--- src/verilog/qec_consts.vh ---
// Register indices, field positions, reset values and scaling constants of the encoder counter.
`ifndef QEC_CONSTS_VH
`define QEC_CONSTS_VH

`define QEC_ADDR_W 8
`define QEC_IDX_W 6

`define QEC_IDX_CONFIG 6'h38
`define QEC_IDX_POSITION 6'h39
`define QEC_IDX_CONST 6'h3a
`define QEC_IDX_FLAGS 6'h3b
`define QEC_IDX_CAPTURE 6'h3c
`define QEC_IDX_RAMP_CAPTURE 6'h3d
`define QEC_IDX_AUX_CONFIG 6'h3e

`define QEC_CFG_W 12
`define QEC_CFG_CAPTURE_NOW 11
`define QEC_CFG_DECIMAL 10
`define QEC_CFG_RAMP_CAPTURE 9
`define QEC_CFG_CLEAR_ON_INDEX 8
`define QEC_CFG_SENS_HI 7
`define QEC_CFG_SENS_LO 6
`define QEC_CFG_ONCE 5
`define QEC_CFG_CONTINUOUS 4
`define QEC_CFG_PHASE_GATE_OFF 3
`define QEC_CFG_POL_N 2
`define QEC_CFG_POL_B 1
`define QEC_CFG_POL_A 0
`define QEC_CFG_RESET 12'h000

`define QEC_SENS_LEVEL 2'b00
`define QEC_SENS_ACTIVE_EDGE 2'b01
`define QEC_SENS_INACTIVE_EDGE 2'b10
`define QEC_SENS_BOTH_EDGES 2'b11

`define QEC_AUX_SWITCH_CAPTURE 0
`define QEC_FLAG_INDEX 0

`define QEC_CONST_RESET 32'h0001_0000
`define QEC_MOD_BINARY 18'h10000
`define QEC_MOD_DECIMAL 18'h02710

`define QEC_RESP_OKAY 2'b00
`define QEC_RESP_SLVERR 2'b10

`endif

--- src/verilog/qec_counter.v ---
// Incremental encoder position counter with index capture, reached over AXI4-Lite.
// What this block does
// Position is a 32-bit signed value that software reads and overwrites.
// Each encoder count adds or subtracts a signed 16.16 increment constant.
// Decimal select 0 scales the fraction by 65536, 1 scales it by 10000.
// Software picks the constant's sign to match the motor's rotation direction.
// After reset the increment constant is 1.0, raw value 65536.
// Index event sets flag bit 0; reading the flags register clears it.
// The index flag drives the interrupt output while set.
// A qualifying index event copies the position into the capture register.
// Config write with bit 11 set captures at once; zero does nothing.
// Config bit 9 also captures the ramp position with index and capture-now captures, not with switch captures.
// Config bit 8 zero only captures; one captures and then clears position.
// Bits 7:6 pick level, active edge, inactive edge or both edges.
// Config bit 5 acts only on the first index event after the write.
// Config bit 4 acts on every index event.
// Bit 3 zero needs N, A and B at their polarities; one ignores A, B.
// Config bit 2 gives the index active level, 1 meaning high active.
// Config bits 1 and 0 give the required B and A levels.
// Switch-event capture option also captures encoder position on a switch event.
// A/B transitions count forward or backward; double transitions are ignored.
// An index event in the same cycle as a flags read keeps the flag set.
`timescale 1ns/1ps
`include "qec_consts.vh"

module qec_counter #(
	parameter ADDR_W = `QEC_ADDR_W,
	parameter [31:0] CONST_RESET = `QEC_CONST_RESET
) (
	input wire aclk,
	input wire aresetn,
	input wire [ADDR_W-1:0] s_axi_awaddr,
	input wire s_axi_awvalid,
	output wire s_axi_awready,
	input wire [31:0] s_axi_wdata,
	input wire [3:0] s_axi_wstrb,
	input wire s_axi_wvalid,
	output wire s_axi_wready,
	output wire [1:0] s_axi_bresp,
	output wire s_axi_bvalid,
	input wire s_axi_bready,
	input wire [ADDR_W-1:0] s_axi_araddr,
	input wire s_axi_arvalid,
	output wire s_axi_arready,
	output wire [31:0] s_axi_rdata,
	output wire [1:0] s_axi_rresp,
	output wire s_axi_rvalid,
	input wire s_axi_rready,
	input wire enc_a,
	input wire enc_b,
	input wire enc_n,
	input wire [31:0] ramp_actual_position,
	input wire ref_switch_event,
	output reg [31:0] ramp_capture_r,
	output reg ramp_capture_strobe_r,
	output wire irq
);

	wire wr_en;
	wire rd_en;
	wire [`QEC_IDX_W-1:0] wr_idx;
	wire [`QEC_IDX_W-1:0] rd_idx;
	wire [31:0] wr_data;
	wire [3:0] wr_strb;
	reg [31:0] rd_data;
	reg rd_err;
	reg wr_err;

	qec_axil #(
		.ADDR_W(ADDR_W)
	) u_axil (
		.aclk(aclk),
		.aresetn(aresetn),
		.s_axi_awaddr(s_axi_awaddr),
		.s_axi_awvalid(s_axi_awvalid),
		.s_axi_awready(s_axi_awready),
		.s_axi_wdata(s_axi_wdata),
		.s_axi_wstrb(s_axi_wstrb),
		.s_axi_wvalid(s_axi_wvalid),
		.s_axi_wready(s_axi_wready),
		.s_axi_bresp(s_axi_bresp),
		.s_axi_bvalid(s_axi_bvalid),
		.s_axi_bready(s_axi_bready),
		.s_axi_araddr(s_axi_araddr),
		.s_axi_arvalid(s_axi_arvalid),
		.s_axi_arready(s_axi_arready),
		.s_axi_rdata(s_axi_rdata),
		.s_axi_rresp(s_axi_rresp),
		.s_axi_rvalid(s_axi_rvalid),
		.s_axi_rready(s_axi_rready),
		.wr_en(wr_en),
		.wr_idx(wr_idx),
		.wr_data_r(wr_data),
		.wr_strb_r(wr_strb),
		.wr_err(wr_err),
		.rd_en(rd_en),
		.rd_idx(rd_idx),
		.rd_data(rd_data),
		.rd_err(rd_err)
	);

	// Byte-lane merge of a write into a stored word.
	function [31:0] merge;
		input [31:0] old;
		input [31:0] nw;
		input [3:0] strb;
		integer i;
		begin
			merge = old;
			for (i = 0; i < 4; i = i + 1) begin
				if (strb[i]) begin
					merge[i*8 +: 8] = nw[i*8 +: 8];
				end
			end
		end
	endfunction

	reg [`QEC_CFG_W-1:0] config_r;
	reg [31:0] position_r;
	reg [17:0] frac_r;
	reg [31:0] const_r;
	reg flag_r;
	reg [31:0] capture_r;
	reg aux_r;
	reg once_pend_r;
	reg qual_prev_r;

	reg [2:0] a_sync_r;
	reg [2:0] b_sync_r;
	reg [1:0] n_sync_r;

	// Two-stage synchronisers; the third A/B stage aligns the phases with the decoder output.
	always @(posedge aclk) begin
		if (!aresetn) begin
			a_sync_r <= 3'b000;
			b_sync_r <= 3'b000;
			n_sync_r <= 2'b00;
		end else begin
			a_sync_r <= {a_sync_r[1:0], enc_a};
			b_sync_r <= {b_sync_r[1:0], enc_b};
			n_sync_r <= {n_sync_r[0], enc_n};
		end
	end

	wire count;
	wire count_up;

	// The decoder sees only the second synchroniser stage, never the first.
	qec_quad u_quad (
		.aclk(aclk),
		.aresetn(aresetn),
		.phase_a(a_sync_r[1]),
		.phase_b(b_sync_r[1]),
		.count_r(count),
		.count_up_r(count_up)
	);

	wire wr_config;
	wire wr_position;
	wire wr_const;
	wire wr_aux;
	wire rd_flags;
	wire [31:0] config_wdata;
	wire [31:0] aux_wdata;

	assign wr_config = wr_en && (wr_idx == `QEC_IDX_CONFIG);
	assign wr_position = wr_en && (wr_idx == `QEC_IDX_POSITION);
	assign wr_const = wr_en && (wr_idx == `QEC_IDX_CONST);
	assign wr_aux = wr_en && (wr_idx == `QEC_IDX_AUX_CONFIG);
	assign rd_flags = rd_en && (rd_idx == `QEC_IDX_FLAGS);
	assign config_wdata = merge({{(32-`QEC_CFG_W){1'b0}}, config_r}, wr_data, wr_strb);
	assign aux_wdata = merge({31'h0000_0000, aux_r}, wr_data, wr_strb);

	// Index qualification on the synchronised N level and the phase levels.
	// With the reset configuration an idle encoder at A=B=0 with N low already qualifies,
	// so level sensitivity keeps raising the flag until software reconfigures.
	wire n_active;
	wire phase_match;
	wire qual_level;
	reg index_event;

	assign n_active = (n_sync_r[1] == config_r[`QEC_CFG_POL_N]);
	assign phase_match = (a_sync_r[2] == config_r[`QEC_CFG_POL_A]) &&
		(b_sync_r[2] == config_r[`QEC_CFG_POL_B]);
	assign qual_level = n_active && (config_r[`QEC_CFG_PHASE_GATE_OFF] || phase_match);

	always @* begin
		case (config_r[`QEC_CFG_SENS_HI:`QEC_CFG_SENS_LO])
		`QEC_SENS_LEVEL: index_event = qual_level;
		`QEC_SENS_ACTIVE_EDGE: index_event = qual_level && !qual_prev_r;
		`QEC_SENS_INACTIVE_EDGE: index_event = !qual_level && qual_prev_r;
		`QEC_SENS_BOTH_EDGES: index_event = qual_level ^ qual_prev_r;
		default: index_event = 1'b0;
		endcase
	end

	wire index_action;
	wire capture_now;
	wire switch_capture;
	wire do_capture;
	wire ramp_take;
	wire clear_position;

	assign index_action = index_event &&
		(config_r[`QEC_CFG_CONTINUOUS] || once_pend_r);
	// Capture now needs the byte lane that carries bit 11; a zero there does nothing.
	assign capture_now = wr_config && wr_strb[1] && wr_data[`QEC_CFG_CAPTURE_NOW];
	// The switch event is the ramp block's own capture pulse, one cycle long.
	assign switch_capture = ref_switch_event && aux_r;
	assign do_capture = index_action || capture_now || switch_capture;
	assign ramp_take = (index_action && config_r[`QEC_CFG_RAMP_CAPTURE]) ||
		(capture_now && config_wdata[`QEC_CFG_RAMP_CAPTURE]);
	assign clear_position = index_action && config_r[`QEC_CFG_CLEAR_ON_INDEX];

	// Fractional accumulation modulo 65536 or 10000, carrying into the integer position.
	wire [17:0] modulus;
	wire [15:0] step_int;
	wire [17:0] step_frac;
	wire [17:0] frac_sum;
	wire frac_carry;
	wire frac_borrow;
	reg [17:0] frac_next;
	reg [31:0] pos_delta;

	assign modulus = config_r[`QEC_CFG_DECIMAL] ? `QEC_MOD_DECIMAL : `QEC_MOD_BINARY;
	assign step_int = const_r[31:16];
	assign step_frac = {2'b00, const_r[15:0]};
	assign frac_sum = frac_r + step_frac;
	assign frac_carry = frac_sum >= modulus;
	assign frac_borrow = frac_r < step_frac;

	always @* begin
		if (count_up) begin
			frac_next = frac_carry ? frac_sum - modulus : frac_sum;
			pos_delta = {{16{step_int[15]}}, step_int} + {31'h0000_0000, frac_carry};
		end else begin
			// A fraction underflow borrows one more unit from the integer step.
			frac_next = frac_borrow ? frac_r + modulus - step_frac : frac_r - step_frac;
			pos_delta = ~({{16{step_int[15]}}, step_int} + {31'h0000_0000, frac_borrow}) +
				32'h0000_0001;
		end
	end

	always @(posedge aclk) begin
		if (!aresetn) begin
			config_r <= `QEC_CFG_RESET;
			position_r <= 32'h0000_0000;
			frac_r <= 18'h00000;
			const_r <= CONST_RESET;
			aux_r <= 1'b0;
			once_pend_r <= 1'b0;
			qual_prev_r <= 1'b0;
		end else begin
			qual_prev_r <= qual_level;
			if (wr_config) begin
				config_r <= config_wdata[`QEC_CFG_W-1:0];
			end
			if (wr_const) begin
				const_r <= merge(const_r, wr_data, wr_strb);
			end
			if (wr_aux) begin
				aux_r <= aux_wdata[`QEC_AUX_SWITCH_CAPTURE];
			end
			// A config write arms or disarms single-shot mode; any detected event consumes it.
			if (wr_config) begin
				once_pend_r <= config_wdata[`QEC_CFG_ONCE];
			end else if (index_event) begin
				once_pend_r <= 1'b0;
			end
			// A software write beats an index clear, which beats a count in the same cycle.
			if (wr_position) begin
				position_r <= merge(position_r, wr_data, wr_strb);
				frac_r <= 18'h00000;
			end else if (clear_position) begin
				position_r <= 32'h0000_0000;
				frac_r <= 18'h00000;
			end else if (count) begin
				position_r <= position_r + pos_delta;
				frac_r <= frac_next;
			end
		end
	end

	// Captures always take the position held before this cycle's update.
	always @(posedge aclk) begin
		if (!aresetn) begin
			capture_r <= 32'h0000_0000;
			ramp_capture_r <= 32'h0000_0000;
			ramp_capture_strobe_r <= 1'b0;
		end else begin
			ramp_capture_strobe_r <= ramp_take;
			if (do_capture) begin
				capture_r <= position_r;
			end
			if (ramp_take) begin
				ramp_capture_r <= ramp_actual_position;
			end
		end
	end

	always @(posedge aclk) begin
		if (!aresetn) begin
			flag_r <= 1'b0;
		end else if (index_event) begin
			// Setting wins over the read clear so that no index event is lost.
			flag_r <= 1'b1;
		end else if (rd_flags) begin
			flag_r <= 1'b0;
		end
	end

	assign irq = flag_r;

	always @* begin
		rd_err = 1'b0;
		case (rd_idx)
		`QEC_IDX_CONFIG: rd_data = {{(32-`QEC_CFG_W){1'b0}}, config_r};
		`QEC_IDX_POSITION: rd_data = position_r;
		// The increment constant is write only and reads back as zero.
		`QEC_IDX_CONST: rd_data = 32'h0000_0000;
		`QEC_IDX_FLAGS: rd_data = {31'h0000_0000, flag_r};
		`QEC_IDX_CAPTURE: rd_data = capture_r;
		`QEC_IDX_RAMP_CAPTURE: rd_data = ramp_capture_r;
		`QEC_IDX_AUX_CONFIG: rd_data = {31'h0000_0000, aux_r};
		default: begin
			rd_data = 32'h0000_0000;
			rd_err = 1'b1;
		end
		endcase
	end

	// Writes to read-only registers are accepted and ignored; unmapped indices get an error.
	always @* begin
		case (wr_idx)
		`QEC_IDX_CONFIG: wr_err = 1'b0;
		`QEC_IDX_POSITION: wr_err = 1'b0;
		`QEC_IDX_CONST: wr_err = 1'b0;
		`QEC_IDX_AUX_CONFIG: wr_err = 1'b0;
		`QEC_IDX_FLAGS: wr_err = 1'b0;
		`QEC_IDX_CAPTURE: wr_err = 1'b0;
		`QEC_IDX_RAMP_CAPTURE: wr_err = 1'b0;
		default: wr_err = 1'b1;
		endcase
	end

endmodule // qec_counter

--- src/verilog/qec_quad.v ---
// Quadrature A/B decoder giving one count pulse and its direction per valid transition.
`timescale 1ns/1ps
`include "qec_consts.vh"

module qec_quad (
	input wire aclk,
	input wire aresetn,
	input wire phase_a,
	input wire phase_b,
	output reg count_r,
	output reg count_up_r
);

	reg prev_a_r;
	reg prev_b_r;
	wire change_a;
	wire change_b;

	assign change_a = phase_a ^ prev_a_r;
	assign change_b = phase_b ^ prev_b_r;

	// Forward order of {A,B} is 00, 10, 11, 01; a double change is discarded.
	always @(posedge aclk) begin
		if (!aresetn) begin
			prev_a_r <= 1'b0;
			prev_b_r <= 1'b0;
			count_r <= 1'b0;
			count_up_r <= 1'b0;
		end else begin
			prev_a_r <= phase_a;
			prev_b_r <= phase_b;
			count_r <= change_a ^ change_b;
			count_up_r <= ~(prev_a_r ^ phase_b);
		end
	end

endmodule // qec_quad

--- src/verilog/qec_axil.v ---
// AXI4-Lite slave front end turning bus transfers into one-cycle register strobes.
`timescale 1ns/1ps
`include "qec_consts.vh"

module qec_axil #(
	parameter ADDR_W = `QEC_ADDR_W
) (
	input wire aclk,
	input wire aresetn,
	input wire [ADDR_W-1:0] s_axi_awaddr,
	input wire s_axi_awvalid,
	output wire s_axi_awready,
	input wire [31:0] s_axi_wdata,
	input wire [3:0] s_axi_wstrb,
	input wire s_axi_wvalid,
	output wire s_axi_wready,
	output reg [1:0] s_axi_bresp,
	output reg s_axi_bvalid,
	input wire s_axi_bready,
	input wire [ADDR_W-1:0] s_axi_araddr,
	input wire s_axi_arvalid,
	output wire s_axi_arready,
	output reg [31:0] s_axi_rdata,
	output reg [1:0] s_axi_rresp,
	output reg s_axi_rvalid,
	input wire s_axi_rready,
	output wire wr_en,
	output wire [`QEC_IDX_W-1:0] wr_idx,
	output reg [31:0] wr_data_r,
	output reg [3:0] wr_strb_r,
	input wire wr_err,
	output wire rd_en,
	output wire [`QEC_IDX_W-1:0] rd_idx,
	input wire [31:0] rd_data,
	input wire rd_err
);

	reg aw_hold_r;
	reg w_hold_r;
	reg ar_hold_r;
	reg [ADDR_W-1:0] awaddr_r;
	reg [ADDR_W-1:0] araddr_r;

	assign s_axi_awready = !aw_hold_r && !s_axi_bvalid;
	assign s_axi_wready = !w_hold_r && !s_axi_bvalid;
	assign s_axi_arready = !ar_hold_r && !s_axi_rvalid;
	assign wr_en = aw_hold_r && w_hold_r && !s_axi_bvalid;
	assign rd_en = ar_hold_r && !s_axi_rvalid;
	assign wr_idx = awaddr_r[`QEC_IDX_W+1:2];
	assign rd_idx = araddr_r[`QEC_IDX_W+1:2];

	always @(posedge aclk) begin
		if (!aresetn) begin
			aw_hold_r <= 1'b0;
			w_hold_r <= 1'b0;
			ar_hold_r <= 1'b0;
			awaddr_r <= {ADDR_W{1'b0}};
			araddr_r <= {ADDR_W{1'b0}};
			wr_data_r <= 32'h0000_0000;
			wr_strb_r <= 4'h0;
			s_axi_bvalid <= 1'b0;
			s_axi_bresp <= `QEC_RESP_OKAY;
			s_axi_rvalid <= 1'b0;
			s_axi_rresp <= `QEC_RESP_OKAY;
			s_axi_rdata <= 32'h0000_0000;
		end else begin
			if (s_axi_awvalid && s_axi_awready) begin
				aw_hold_r <= 1'b1;
				awaddr_r <= s_axi_awaddr;
			end
			if (s_axi_wvalid && s_axi_wready) begin
				w_hold_r <= 1'b1;
				wr_data_r <= s_axi_wdata;
				wr_strb_r <= s_axi_wstrb;
			end
			if (wr_en) begin
				aw_hold_r <= 1'b0;
				w_hold_r <= 1'b0;
				s_axi_bvalid <= 1'b1;
				s_axi_bresp <= wr_err ? `QEC_RESP_SLVERR : `QEC_RESP_OKAY;
			end else if (s_axi_bvalid && s_axi_bready) begin
				s_axi_bvalid <= 1'b0;
			end
			if (s_axi_arvalid && s_axi_arready) begin
				ar_hold_r <= 1'b1;
				araddr_r <= s_axi_araddr;
			end
			if (rd_en) begin
				ar_hold_r <= 1'b0;
				s_axi_rvalid <= 1'b1;
				s_axi_rdata <= rd_err ? 32'h0000_0000 : rd_data;
				s_axi_rresp <= rd_err ? `QEC_RESP_SLVERR : `QEC_RESP_OKAY;
			end else if (s_axi_rvalid && s_axi_rready) begin
				s_axi_rvalid <= 1'b0;
			end
		end
	end

endmodule // qec_axil

--- config.mk ---
export PLATFORM = sky130hd
export DESIGN_NAME = qec_counter
export DESIGN_NICKNAME = d
export VERILOG_FILES = /design/src/verilog/qec_counter.v /design/src/verilog/qec_quad.v /design/src/verilog/qec_axil.v
export VERILOG_INCLUDE_DIRS = /design/src /design/src/verilog
export SDC_FILE = /design/constraint.sdc
export NUM_CORES = 1
export LEC_CHECK = 0
export ABC_AREA = 1
export BUFFER_PORTS_ARGS = -buffer_cell sky130_fd_sc_hd__clkbuf_2
export CAP_MARGIN = 40
export CORE_MARGIN = 2
export CORE_UTILIZATION = 43
export DETAILED_ROUTE_END_ITERATION = 10
export HOLD_SLACK_MARGIN = 0.06
export PLACE_DENSITY = 0.72
export SYNTH_ARGS = -nofsm -noshare
export SYNTH_HDL_FRONTEND = slang
export SYNTH_HIERARCHICAL = 1
export SYNTH_SLANG_ARGS = --single-unit
--- constraint.sdc ---
create_clock -name aclk -period 12.5 [get_ports aclk]
set_clock_uncertainty 0.05 [all_clocks]
set_input_delay 2.5 -clock aclk [delete_from_list [all_inputs] [get_ports aclk]]
set_output_delay 2.5 -clock aclk [all_outputs]
set_load 0.05 [all_outputs]
==> results of run 1 <==
-- layout make-up --
class | count | area (µm²) | share of cell area
inverter | 331 | 1240 | 0.0624
clock buffer | 46 | 912 | 0.0457
tap | 532 | 666 | 0.0334
timing repair buffer | 181 | 1020 | 0.0514
multi-input combinational | 2013 | 10700 | 0.538
clock inverter | 9 | 128 | 0.00640
sequential | 262 | 5250 | 0.263
-- worst register-to-register path: cells and delay by family, from the launching register on --
kind / cells / cell delay (ns)
fa+ha+maj: 5 / 1.76
compound gates: 9 / 1.62
buf+inv: 7 / 0.65
flops: 1 / 0.38
simple gates: 18 / 2.90
xor+xnor: 1 / 0.18
-- cell families (layout without fill, tap and decap cells) --
| group | Yosys count | after routing |
|---|---|---|
| AOI/OAI and AO/OA | 574 | 574 |
| xor gates and xnor gates | 78 | 78 |
| adders and majority gates | 111 | 111 |
| buffers and inverters | 444 | 567 |
| DFF | 262 | 262 |
| other | 1 | 2 |
| and+or+nand+nor | 1248 | 1248 |
-- flip-flops by register name, summed over array words and instances (netlist names), 2 cells and up --
register / count
const_r: 32
n_sync_r: 2
u_axil/wr_strb_r: 4
u_axil/wr_data_r: 32
u_axil/s_axi_rdata: 32
b_sync_r: 3
u_axil/araddr_r: 6
position_r: 32
u_axil/awaddr_r: 6
a_sync_r: 3
ramp_capture_r: 32
config_r: 12
frac_r: 18
capture_r: 32
-- per-layer routing --
metal	global-route usage	vias up	share of wire
met5	0	-	0
met4	0.0929	0	0.040
met3	0.0342	108	0.060
met2	0.409	634	0.46
met1	0.319	8373	0.44
li1	-	9096	-
-- worst paths after layout --
check	to	slack, ns	cells after the start
worst min-delay path	a_sync_r[1]$_SDFF_PN0_	0.36	2
worst max register to register	position_r[28]$_SDFFE_PN0P_	4.84	40
worst min register to register	a_sync_r[1]$_SDFF_PN0_	0.36	2
worst max-delay path	position_r[28]$_SDFFE_PN0P_	4.84	40
-- metrics by stage --
stage                     area [µm²]  std cells
after global routing           19900       3374
final                          19900       3374
after detailed placement       18900       3319
after floorplan                17800       2719
after CTS                      19900       3374
after global placement         18800       3314
-- power breakdown --
part	internal, W	total (W)	switching (W)
Combinational	0.000252	0.000736	0.000483
Clock	0.000562	0.000923	0.000362
Sequential	0.000868	0.000910	0.0000428
-- Yosys cell counts (6+ instances only) --
cell type	n
o21ai_0	230
nor2_1	328
inv_2	17
dfxtp_1	262
a31oi_1	16
nand4_1	33
xor2_1	56
nand2_2	17
a221oi_1	7
fa_1	15
o22ai_1	8
nor2_2	18
xnor2_1	21
buf_4	14
a211oi_1	9
o21ai_1	8
ha_1	96
clkbuf_1	60
a21oi_2	9
a21oi_1	240
inv_1	309
a21o_1	7
nand2_1	553
o2111ai_1	8
o211ai_1	7
buf_6	12
nand3_1	234
nor4_1	7
buf_2	26
nor2_4	6
nor3_1	24
==> metrics.cfg, run 1 <==
[outcome]
status = complete, no violations

[pwr]
p_leak_nw = 9.65
peakVddDrop_v = 0.000102
powerDensity_mw_per_mm2 = 129
power_w = 0.00257

[floorplan]
die_w_um = 207
die_area_mm2 = 0.0430
core_mm2 = 0.0408
rows = 74
initial_core_util = 0.436
boundaryPins = 170
die_h_um = 207

[worst_hold_path]
min_from = a_sync_r[0]$_SDFF_PN0_
min_path_type = reg2reg

[timing]
slew_viol_final = 0
fin_hold_ws_ns = 0.364
layout_min_cycle_time_ns = 7.66
setup_viol = 0
setup_tns_ns = 0
fmax_mhz = 131
finalHoldViolations = 0
rsz0062_at_grt = false
final.setup.worst_slack_ns = 4.84
max_slew_margin = 0.378
tightestPinTransition_ns = 0.925
period_share = 0.613

[critical_path]
crit_type = reg2reg
path_common_cell = nand2_1
worstPathArrival_ns = 8.07
worstReg2RegStart = const_r[2]$_SDFFE_PN0P_
cp-end-kind = flop
start_kind = flop
crit_required_ns = 12.91
critPathLaunch = const_r[2]$_SDFFE_PN0P_
crit_path_max_incr_delay_ns = 0.55
critPathTopFamily = simple AND/OR/NAND/NOR gates
critical_path.slowest_cell = ha_1
critPathMaxFanout = 20
crit_buf_inv = 7

[route]
via_per_inst = 5.40
drtIter0Drc = 1436
firstDrtPassIters = 5
wl_per_cell_um = 16.1
drc = 0
drtAntennaViolNets = 0
vias = 18211
routed_wl_um = 54400

[clock_network]
path_clk_slew_ns = 0.06
cts-root-buf = clkbuf_16
h-tree-depth = 1
ctsHoldBuffers = 0
post-cts-setup-buffers = 0
tritoncts = built
numCtsBuffers = 30
worstSkewPairLatency_ns = 0.58
cts_buffer_depth = 3
clock_sinks = 262
cts_resized = 0

[layout]
mostFrequentLayoutCells = nand2_1 (553), nor2_1 (327), inv_1 (309), dfxtp_1 (261), a21oi_1 (240)
n_antenna_cell = 0
final_core_util = 0.488
layout_commonest_cell = nand2_1
nNetsFinal = 3025
syn_to_final_growth_pct = 12.1
fill_cells = 4166
drive_above_1_share = 0.113

[global_routing]
grt-ovfl-total = 0
grt_start_max_net_pins = 96
antenna_found_initial = 0
grt_pass1_vias = 17270
grt_pass1_wl_um = 87600
grt.total_usage = 0.244

[yosys]
synthAdderAreaFrac = 0.0844
synth_edf_count = 0
syn_area_mm2 = 0.0178
ys_warn_count = 6
synth_largest_area_cell = dfxtp_1
ys_ff_latch = 262
yosysTopAreaCellShare = 0.295
synthFlopType = dfxtp_1
synth_cells = 2718
synth_cell_type_count = 58
post_synth_and_or_nand_nor_area_fraction = 0.302
synth_xor_area_frac = 0.0388
synth_area_per_cell_um2 = 6.55
synth.area.mux_share = 0
synth_top_family_by_area = simple AND/OR/NAND/NOR gates
synth-compound-area-share = 0.176
seq_area_frac_synth = 0.295
async_flop_share = 0
ys_top_cells_by_area = dfxtp_1 (29%), nand2_1 (12%), nor2_1 (6.9%)

[placement]
dp_hpwl_um = 41600
port_buffers = 163
post-place-ws_ns = 5.06
place_congestion = 0.958

[run]
maxCapViolations = 0

Power figures use the tool's default switching activity.
==> run 2: changes to the inputs <==
==> constraint.sdc (replaced) <==
create_clock -name aclk -period 7.95 [get_ports aclk]
set_clock_uncertainty 0.05 [all_clocks]
set_input_delay 1.59 -clock aclk [delete_from_list [all_inputs] [get_ports aclk]]
set_output_delay 1.59 -clock aclk [all_outputs]
set_load 0.05 [all_outputs]
==> run 2 against run 1 <==
Combinational power grew 58%. Clock power rose by 65%. Design area rose by 0.46%. Clock-buffer cell count shrank 6. Die area is the same. Final cell count increased by 0.15%. First-iteration DRC count grew 18%. Sequential power is 57% higher. Global-route usage up 0.21 points. Worst setup slack got worse by 4.1 ns. Sequential share of layout area down 0.12 points. Register-to-register slack worse by 4.1 ns. Critical endpoint is now position_r[27]$_SDFFE_PN0P_. Critical path type unchanged.
==> metrics.cfg, run 2 (synthesis gave the netlist of run 1 again) <==
[critical_path]
crit_path_max_incr_delay_ns = 0.49  ; -0.06 ns
rrSetupSlack_ns = 0.73  ; -4.11 ns
start_kind = flop
crit_type = reg2reg
rr_endpoint = position_r[27]$_SDFFE_PN0P_
critical_path.slowest_cell = ha_1
worstReg2RegStart = const_r[4]$_SDFFE_PN0P_
reg2reg_depth = 43  ; +7.5%
cp-end-kind = flop
crit_required_ns = 8.37  ; -4.54 ns
path_common_cell = nand2_1
critPathMaxFanout = 20  ; unchanged
worstPathArrival_ns = 7.64  ; -0.43 ns

[clock_network]
ctsHoldBuffers = 0  ; unchanged
cts-root-buf = clkbuf_16
cts_buffer_depth = 3  ; unchanged
numCtsBuffers = 31  ; +3.3%
clock_sinks = 262  ; unchanged
h-tree-depth = 1  ; unchanged
worstSkewPairLatency_ns = 0.59  ; about the same
tritoncts = built
path_clk_slew_ns = 0.06  ; about the same

[timing]
finalHoldViolations = 0  ; unchanged
setup_viol = 0  ; unchanged
max_slew_margin = 0.402  ; +0.0247
rsz0062_at_grt = false
slew_viol_final = 0  ; unchanged
setup_tns_ns = 0  ; unchanged
period_share = 0.908  ; +0.295
fmax_mhz = 138  ; +6.1%
layout_min_cycle_time_ns = 7.22  ; -0.441 ns
tightestPinTransition_ns = 0.897  ; -0.0285 ns

[layout]
nNetsFinal = 3029  ; +0.13%
layout_commonest_cell = nand2_1
mostFrequentLayoutCells = nand2_1 (553), nor2_1 (327), inv_1 (309), dfxtp_1 (261), a21oi_1 (240)
seqCellArea_mm2 = 0.00525  ; unchanged
fill_cells = 4155  ; -0.26%
multiInputGateArea_mm2 = 0.0107  ; about the same
drive_above_1_share = 0.116  ; +0.00331
syn_to_final_growth_pct = 12.6
n_antenna_cell = 0  ; unchanged

[floorplan]
die_h_um = 207  ; unchanged
die_area_mm2 = 0.0430  ; unchanged
boundaryPins = 170  ; unchanged
core_mm2 = 0.0408  ; unchanged
die_w_um = 207  ; unchanged
rows = 74  ; unchanged
initial_core_util = 0.436  ; unchanged

[placement]
port_buffers = 163  ; unchanged
dp_hpwl_um = 41900  ; +0.72%
place_congestion = 0.947  ; -1.2%

[worst_hold_path]
min_from = b_sync_r[0]$_SDFF_PN0_
min_path_cells = 2  ; unchanged
min_path_type = reg2reg
hold_path_end = b_sync_r[1]$_SDFF_PN0_

[pwr]
power_w = 0.00411  ; +60%
peakVddDrop_v = 0.000171  ; +67%
powerDensity_mw_per_mm2 = 205  ; +59%
p_leak_nw = 9.70  ; +0.46%

[global_routing]
grt-ovfl-total = 0  ; unchanged
grt_pass1_wl_um = 88200  ; +0.73%
grt_pass1_vias = 17254  ; -0.093%
antenna_found_initial = 0  ; unchanged
grt_start_max_net_pins = 87  ; -9.4%
grt.total_usage = 0.246  ; +0.00208

[route]
drc = 0  ; unchanged
routed_wl_um = 55000  ; +0.99%
drtIter0Drc = 1691  ; +18%
drtAntennaViolNets = 0  ; unchanged
firstDrtPassIters = 6  ; +1
via_per_inst = 5.39  ; -0.13%
wl_per_cell_um = 16.3  ; +0.84%
vias = 18214  ; +0.016%

[run]
maxCapViolations = 0  ; unchanged

[outcome]
status = complete, no violations

[run 2: through the flow]
step                std cells   util  cell area (µm²)  setup slack (ns)  hold WS, ns
floorplan                2719      -            17800              2.09        0.340
global placement         3316  0.461            18800             0.909        0.354
detailed placement       3321  0.464            18900             0.809        0.367
CTS                      3378  0.490            20000             0.793        0.385
global route             3379  0.491            20000            0.0483        0.400
finish                   3379  0.491            20000             0.729        0.383
[run 2: routing by layer]
layer  vias up  part of all wire  global-route usage
met1      8437              0.44               0.327
met3       111             0.060              0.0336
met4         0             0.035              0.0850
li1       9117                 -                   -
met5         -                 0                   0
met2       549              0.46               0.411
[run 2: layout make-up]
class                           instances  area share
Clock buffer                           40      0.0439
Clock inverter                         17      0.0106
Inverter                              331      0.0621
Multi-Input combinational cell       2013       0.535
Sequential cell                       262       0.262
Tap cell                              532      0.0332
Timing Repair Buffer                  184      0.0530
[run 2: worst max-delay path: cells and delay by family (launching register included)]
kind                     cells  cell delay, ns
AO/OA/AOI/OAI                7            1.09
buffers and inverters        9            0.78
XOR/XNOR                     1            0.29
flip-flops                   1            0.41
adder cells (fa/ha/maj)      5            1.56
AND/OR/NAND/NOR             21            2.92
[run 2: worst max-delay path by stage]
stage	endpoint	cells past startpoint	slack (ns)	start
floorplan	position_r[28]$_SDFFE_PN0P_	40	2.09	frac_r[0]$_SDFFE_PP0P_
global placement	position_r[27]$_SDFFE_PN0P_	42	0.91	const_r[2]$_SDFFE_PN0P_
detailed placement	position_r[27]$_SDFFE_PN0P_	43	0.81	const_r[4]$_SDFFE_PN0P_
CTS	position_r[27]$_SDFFE_PN0P_	42	0.79	const_r[2]$_SDFFE_PN0P_
global route	position_r[27]$_SDFFE_PN0P_	42	0.05	const_r[2]$_SDFFE_PN0P_
finish	position_r[27]$_SDFFE_PN0P_	43	0.73	const_r[4]$_SDFFE_PN0P_
[run 2: report_power, final]
group	switching (W)	total (W)	internal, W
Combinational	0.000760	0.00116	0.000401
Clock	0.000605	0.00152	0.000912
Sequential	0.0000674	0.00143	0.00136
Total	0.00143	0.00411	0.00268
[run 2: timing repair]
action	4_1_cts	5_1_grt
setup endpoints to repair	0	1
setup buffers	0	0
gates resized for setup	0	1
==> run 3: changes to the inputs <==
--- a/config.mk
+++ b/config.mk
@@ -6,7 +6,6 @@
 export SDC_FILE = /design/constraint.sdc
 export NUM_CORES = 1
 export LEC_CHECK = 0
-export ABC_AREA = 1
 export BUFFER_PORTS_ARGS = -buffer_cell sky130_fd_sc_hd__clkbuf_2
 export CAP_MARGIN = 40
 export CORE_MARGIN = 2
==> run 3 against run 2 <==
Worst hold slack worse by 0.00064 ns. Utilization up 0.93 points. Register-to-register slack worse by 0.25 ns. Worst setup slack worse by 0.25 ns. First-iteration DRC count up 0.65%. Critical path depth down 10. Synthesized area down 3.2%. Synthesized cell count down 20%. Die area down 3.2%. Non-clock buffer count up 77. Global-route usage down 0.28 points. Via count down 10%. Critical endpoint is now position_r[28]$_SDFFE_PN0P_. Largest cell class unchanged. Largest power group is now combinational logic.
==> metrics.cfg, run 3 <==
[clock_network]
h-tree-depth = 1  ; unchanged
numCtsBuffers = 29  ; -6.5%
worstSkewPairLatency_ns = 0.56  ; -0.03 ns
cts-root-buf = clkbuf_16
tritoncts = built
clock_sinks = 262  ; unchanged
cts_buffer_depth = 3  ; unchanged
path_clk_slew_ns = 0.07  ; about the same

[critical_path]
start_kind = flop
rrSetupSlack_ns = 0.48  ; -0.25 ns
critical_path.slowest_cell = fa_1
crit_type = reg2reg
crit_required_ns = 8.32  ; -0.05 ns
critPathMaxFanout = 4  ; -80%
cp-end-kind = flop
rr_endpoint = position_r[28]$_SDFFE_PN0P_
worstReg2RegStart = frac_r[0]$_SDFFE_PP0P_
path_common_cell = ha_1
reg2reg_depth = 33  ; -23%
worstPathArrival_ns = 7.84  ; +0.20 ns
crit_path_max_incr_delay_ns = 0.45  ; -0.04 ns

[yosys]
synth_largest_area_cell = dfxtp_1
syn_area_mm2 = 0.0172  ; -3.2%
yosysTopAreaCellShare = 0.305  ; +0.00981
async_flop_share = 0  ; unchanged
synth.most_common_cell = nand2_1
synth_cells = 2180  ; -20%
synthFlopType = dfxtp_1
ys_ff_latch = 262  ; unchanged
ys_top_cells_by_area = dfxtp_1 (30%), ha_1 (7.0%), nand2_1 (6.9%)
seq_area_frac_synth = 0.305  ; +0.00981
synth.top_cells.by_count = nand2_1 (318), dfxtp_1 (262), a21oi_1 (176)
synth_edf_count = 0  ; unchanged
synth_area_per_cell_um2 = 7.90  ; +21%
ys_warn_count = 6  ; unchanged
synth_cell_type_count = 93  ; +60%

[route]
vias = 16396  ; -10%
routed_wl_um = 52400  ; -4.6%
drtAntennaViolNets = 0  ; unchanged
via_per_inst = 5.71  ; +6.0%
wl_per_cell_um = 18.3  ; +12%
drtIter0Drc = 1702  ; +0.65%
firstDrtPassIters = 5  ; -1
drc = 0  ; unchanged

[floorplan]
die_area_mm2 = 0.0417  ; -3.2%
die_h_um = 204  ; -1.6%
die_w_um = 204  ; -1.6%
boundaryPins = 170  ; unchanged
rows = 73  ; -1.4%
core_mm2 = 0.0396  ; -2.9%
initial_core_util = 0.434  ; -0.00136

[run]
maxCapViolations = 0  ; unchanged

[timing]
max_slew_margin = 0.385  ; -0.0170
layout_min_cycle_time_ns = 7.47  ; +0.253 ns
setup_viol = 0  ; unchanged
fmax_mhz = 134  ; -3.4%
tightestPinTransition_ns = 0.919  ; +0.0221 ns
finalHoldViolations = 0  ; unchanged
rsz0062_at_grt = false
final.setup.worst_slack_ns = 0.476  ; -0.253 ns
slew_viol_final = 0  ; unchanged
period_share = 0.940  ; +0.0318
setup_tns_ns = 0  ; unchanged

[worst_hold_path]
min_path_cells = 1  ; -1
hold_path_end = b_sync_r[1]$_SDFF_PN0_
min_path_type = reg2reg
min_from = b_sync_r[0]$_SDFF_PN0_

[placement]
dp_hpwl_um = 39800  ; -4.9%
place_congestion = 0.961  ; +1.5%
post-place-ws_ns = 0.183  ; -0.626 ns
dpl-instance-area_mm2 = 0.0188  ; -0.59%
port_buffers = 163  ; unchanged

[pwr]
powerDensity_mw_per_mm2 = 247  ; +20%
peakVddDrop_v = 0.000140  ; -18%
power_w = 0.00489  ; +19%
p_leak_nw = 7.97  ; -18%

[global_routing]
grt-ovfl-total = 0  ; unchanged
grt_pass1_vias = 15163  ; -12%
grt_start_max_net_pins = 95  ; +9.2%
antenna_found_initial = 0  ; unchanged
grt_pass1_wl_um = 81900  ; -7.2%
grt.total_usage = 0.244  ; -0.00278

[layout]
nNetsFinal = 2531  ; -16%
drive_above_1_share = 0.165  ; +0.0483
layout_commonest_cell = nand2_1
finalInstanceArea_mm2 = 0.0198  ; -1.1%
syn_to_final_growth_pct = 15.1
mostFrequentLayoutCells = nand2_1 (318), dfxtp_1 (261), a21oi_1 (174), nor2_1 (168), clkbuf_2 (162)
n_antenna_cell = 0  ; unchanged

[outcome]
status = complete, no violations

==> run 3: cell count changes after synthesis, sizes merged, moves of 34 or more <==
| cell | delta |
|---|---|
| mux2i | +50 |
| nor2 | -184 |
| nand3b | +34 |
| xnor2 | +52 |
| nand3 | -138 |
| a21oi | -73 |
| a22oi | +42 |
| clkbuf | +51 |
| inv | -243 |
| nand2 | -255 |
| o21ai | -106 |
| a21boi | +35 |
==> run 3: final cells by class <==
| class | instances | area, µm² |
|---|---|---|
| well taps | 525 | 657 |
| clock inverters | 13 | 143 |
| flip-flops and latches | 262 | 5250 |
| inverters | 85 | 324 |
| multi-input cells | 1686 | 11100 |
| repair buffers | 261 | 1600 |
| fillers | 3834 | 19800 |
| clock buffers | 38 | 800 |
==> run 3: metrics by stage <==
| stage | utilization | hold WS, ns | std cells |
|---|---|---|---|
| 6_report | 0.500 | 0.382 | 2870 |
| 5_1_grt | 0.500 | 0.418 | 2870 |
| 4_1_cts | 0.499 | 0.385 | 2869 |
| 3_5_place_dp | 0.475 | 0.371 | 2818 |
| 3_3_place_gp | 0.472 | 0.373 | 2810 |
| 2_1_floorplan | - | 0.362 | 2181 |
==> run 3: cells by family (layout without fill, tap and decap cells) <==
family	after synthesis	in the layout	share of synthesized area
simple gates	788	788	0.216
compound gates	596	596	0.220
flops	262	262	0.305
fa+ha+maj	111	111	0.0872
buf+inv	233	397	0.0576
xor+xnor	104	104	0.0540
other cells	1	2	0.000218
mux	85	85	0.0604
==> run 3: worst max-delay path: cells and delay by family, from the launching register on <==
| family | cells | cell delay, ns |
|---|---|---|
| compound gates | 12 | 2.37 |
| mux | 1 | 0.14 |
| simple gates | 10 | 2.00 |
| fa+ha+maj | 6 | 1.72 |
| buf+inv | 2 | 0.29 |
| flops | 1 | 0.32 |
| xor+xnor | 2 | 0.41 |
==> run 3: metal layers <==
metal / part of all wire / GRT usage
met1: 0.47 / 0.358
met2: 0.42 / 0.368
met3: 0.077 / 0.0343
met4: 0.030 / 0.0730
met5: 0 / 0
==> run 3: power breakdown <==
group	switching, W	internal, W	total, W
combinational	0.00118	0.000920	0.00210
clock	0.000561	0.000776	0.00134
sequential	0.0000891	0.00137	0.00146
==> run 3: how the worst max path moves through the flow <==
stage | slack (ns) | cells after the start | startpoint | to
2_1_floorplan | 1.08 | 32 | const_r[7]$_SDFFE_PN0P_ | position_r[29]$_SDFFE_PN0P_
3_3_place_gp | 0.36 | 34 | const_r[0]$_SDFFE_PN0P_ | position_r[28]$_SDFFE_PN0P_
3_5_place_dp | 0.18 | 33 | const_r[0]$_SDFFE_PN0P_ | position_r[28]$_SDFFE_PN0P_
4_1_cts | 0.12 | 33 | frac_r[0]$_SDFFE_PP0P_ | position_r[28]$_SDFFE_PN0P_
5_1_grt | 0.02 | 35 | frac_r[0]$_SDFFE_PP0P_ | position_r[29]$_SDFFE_PN0P_
6_report | 0.48 | 33 | frac_r[0]$_SDFFE_PP0P_ | position_r[28]$_SDFFE_PN0P_
==> run 3: timing repair <==
item / CTS / global route
setup buffers: 0 / 1
hold buffers: 0 / 0
endpoints found under the setup margin: 0 / 10
resized for setup: 0 / 11
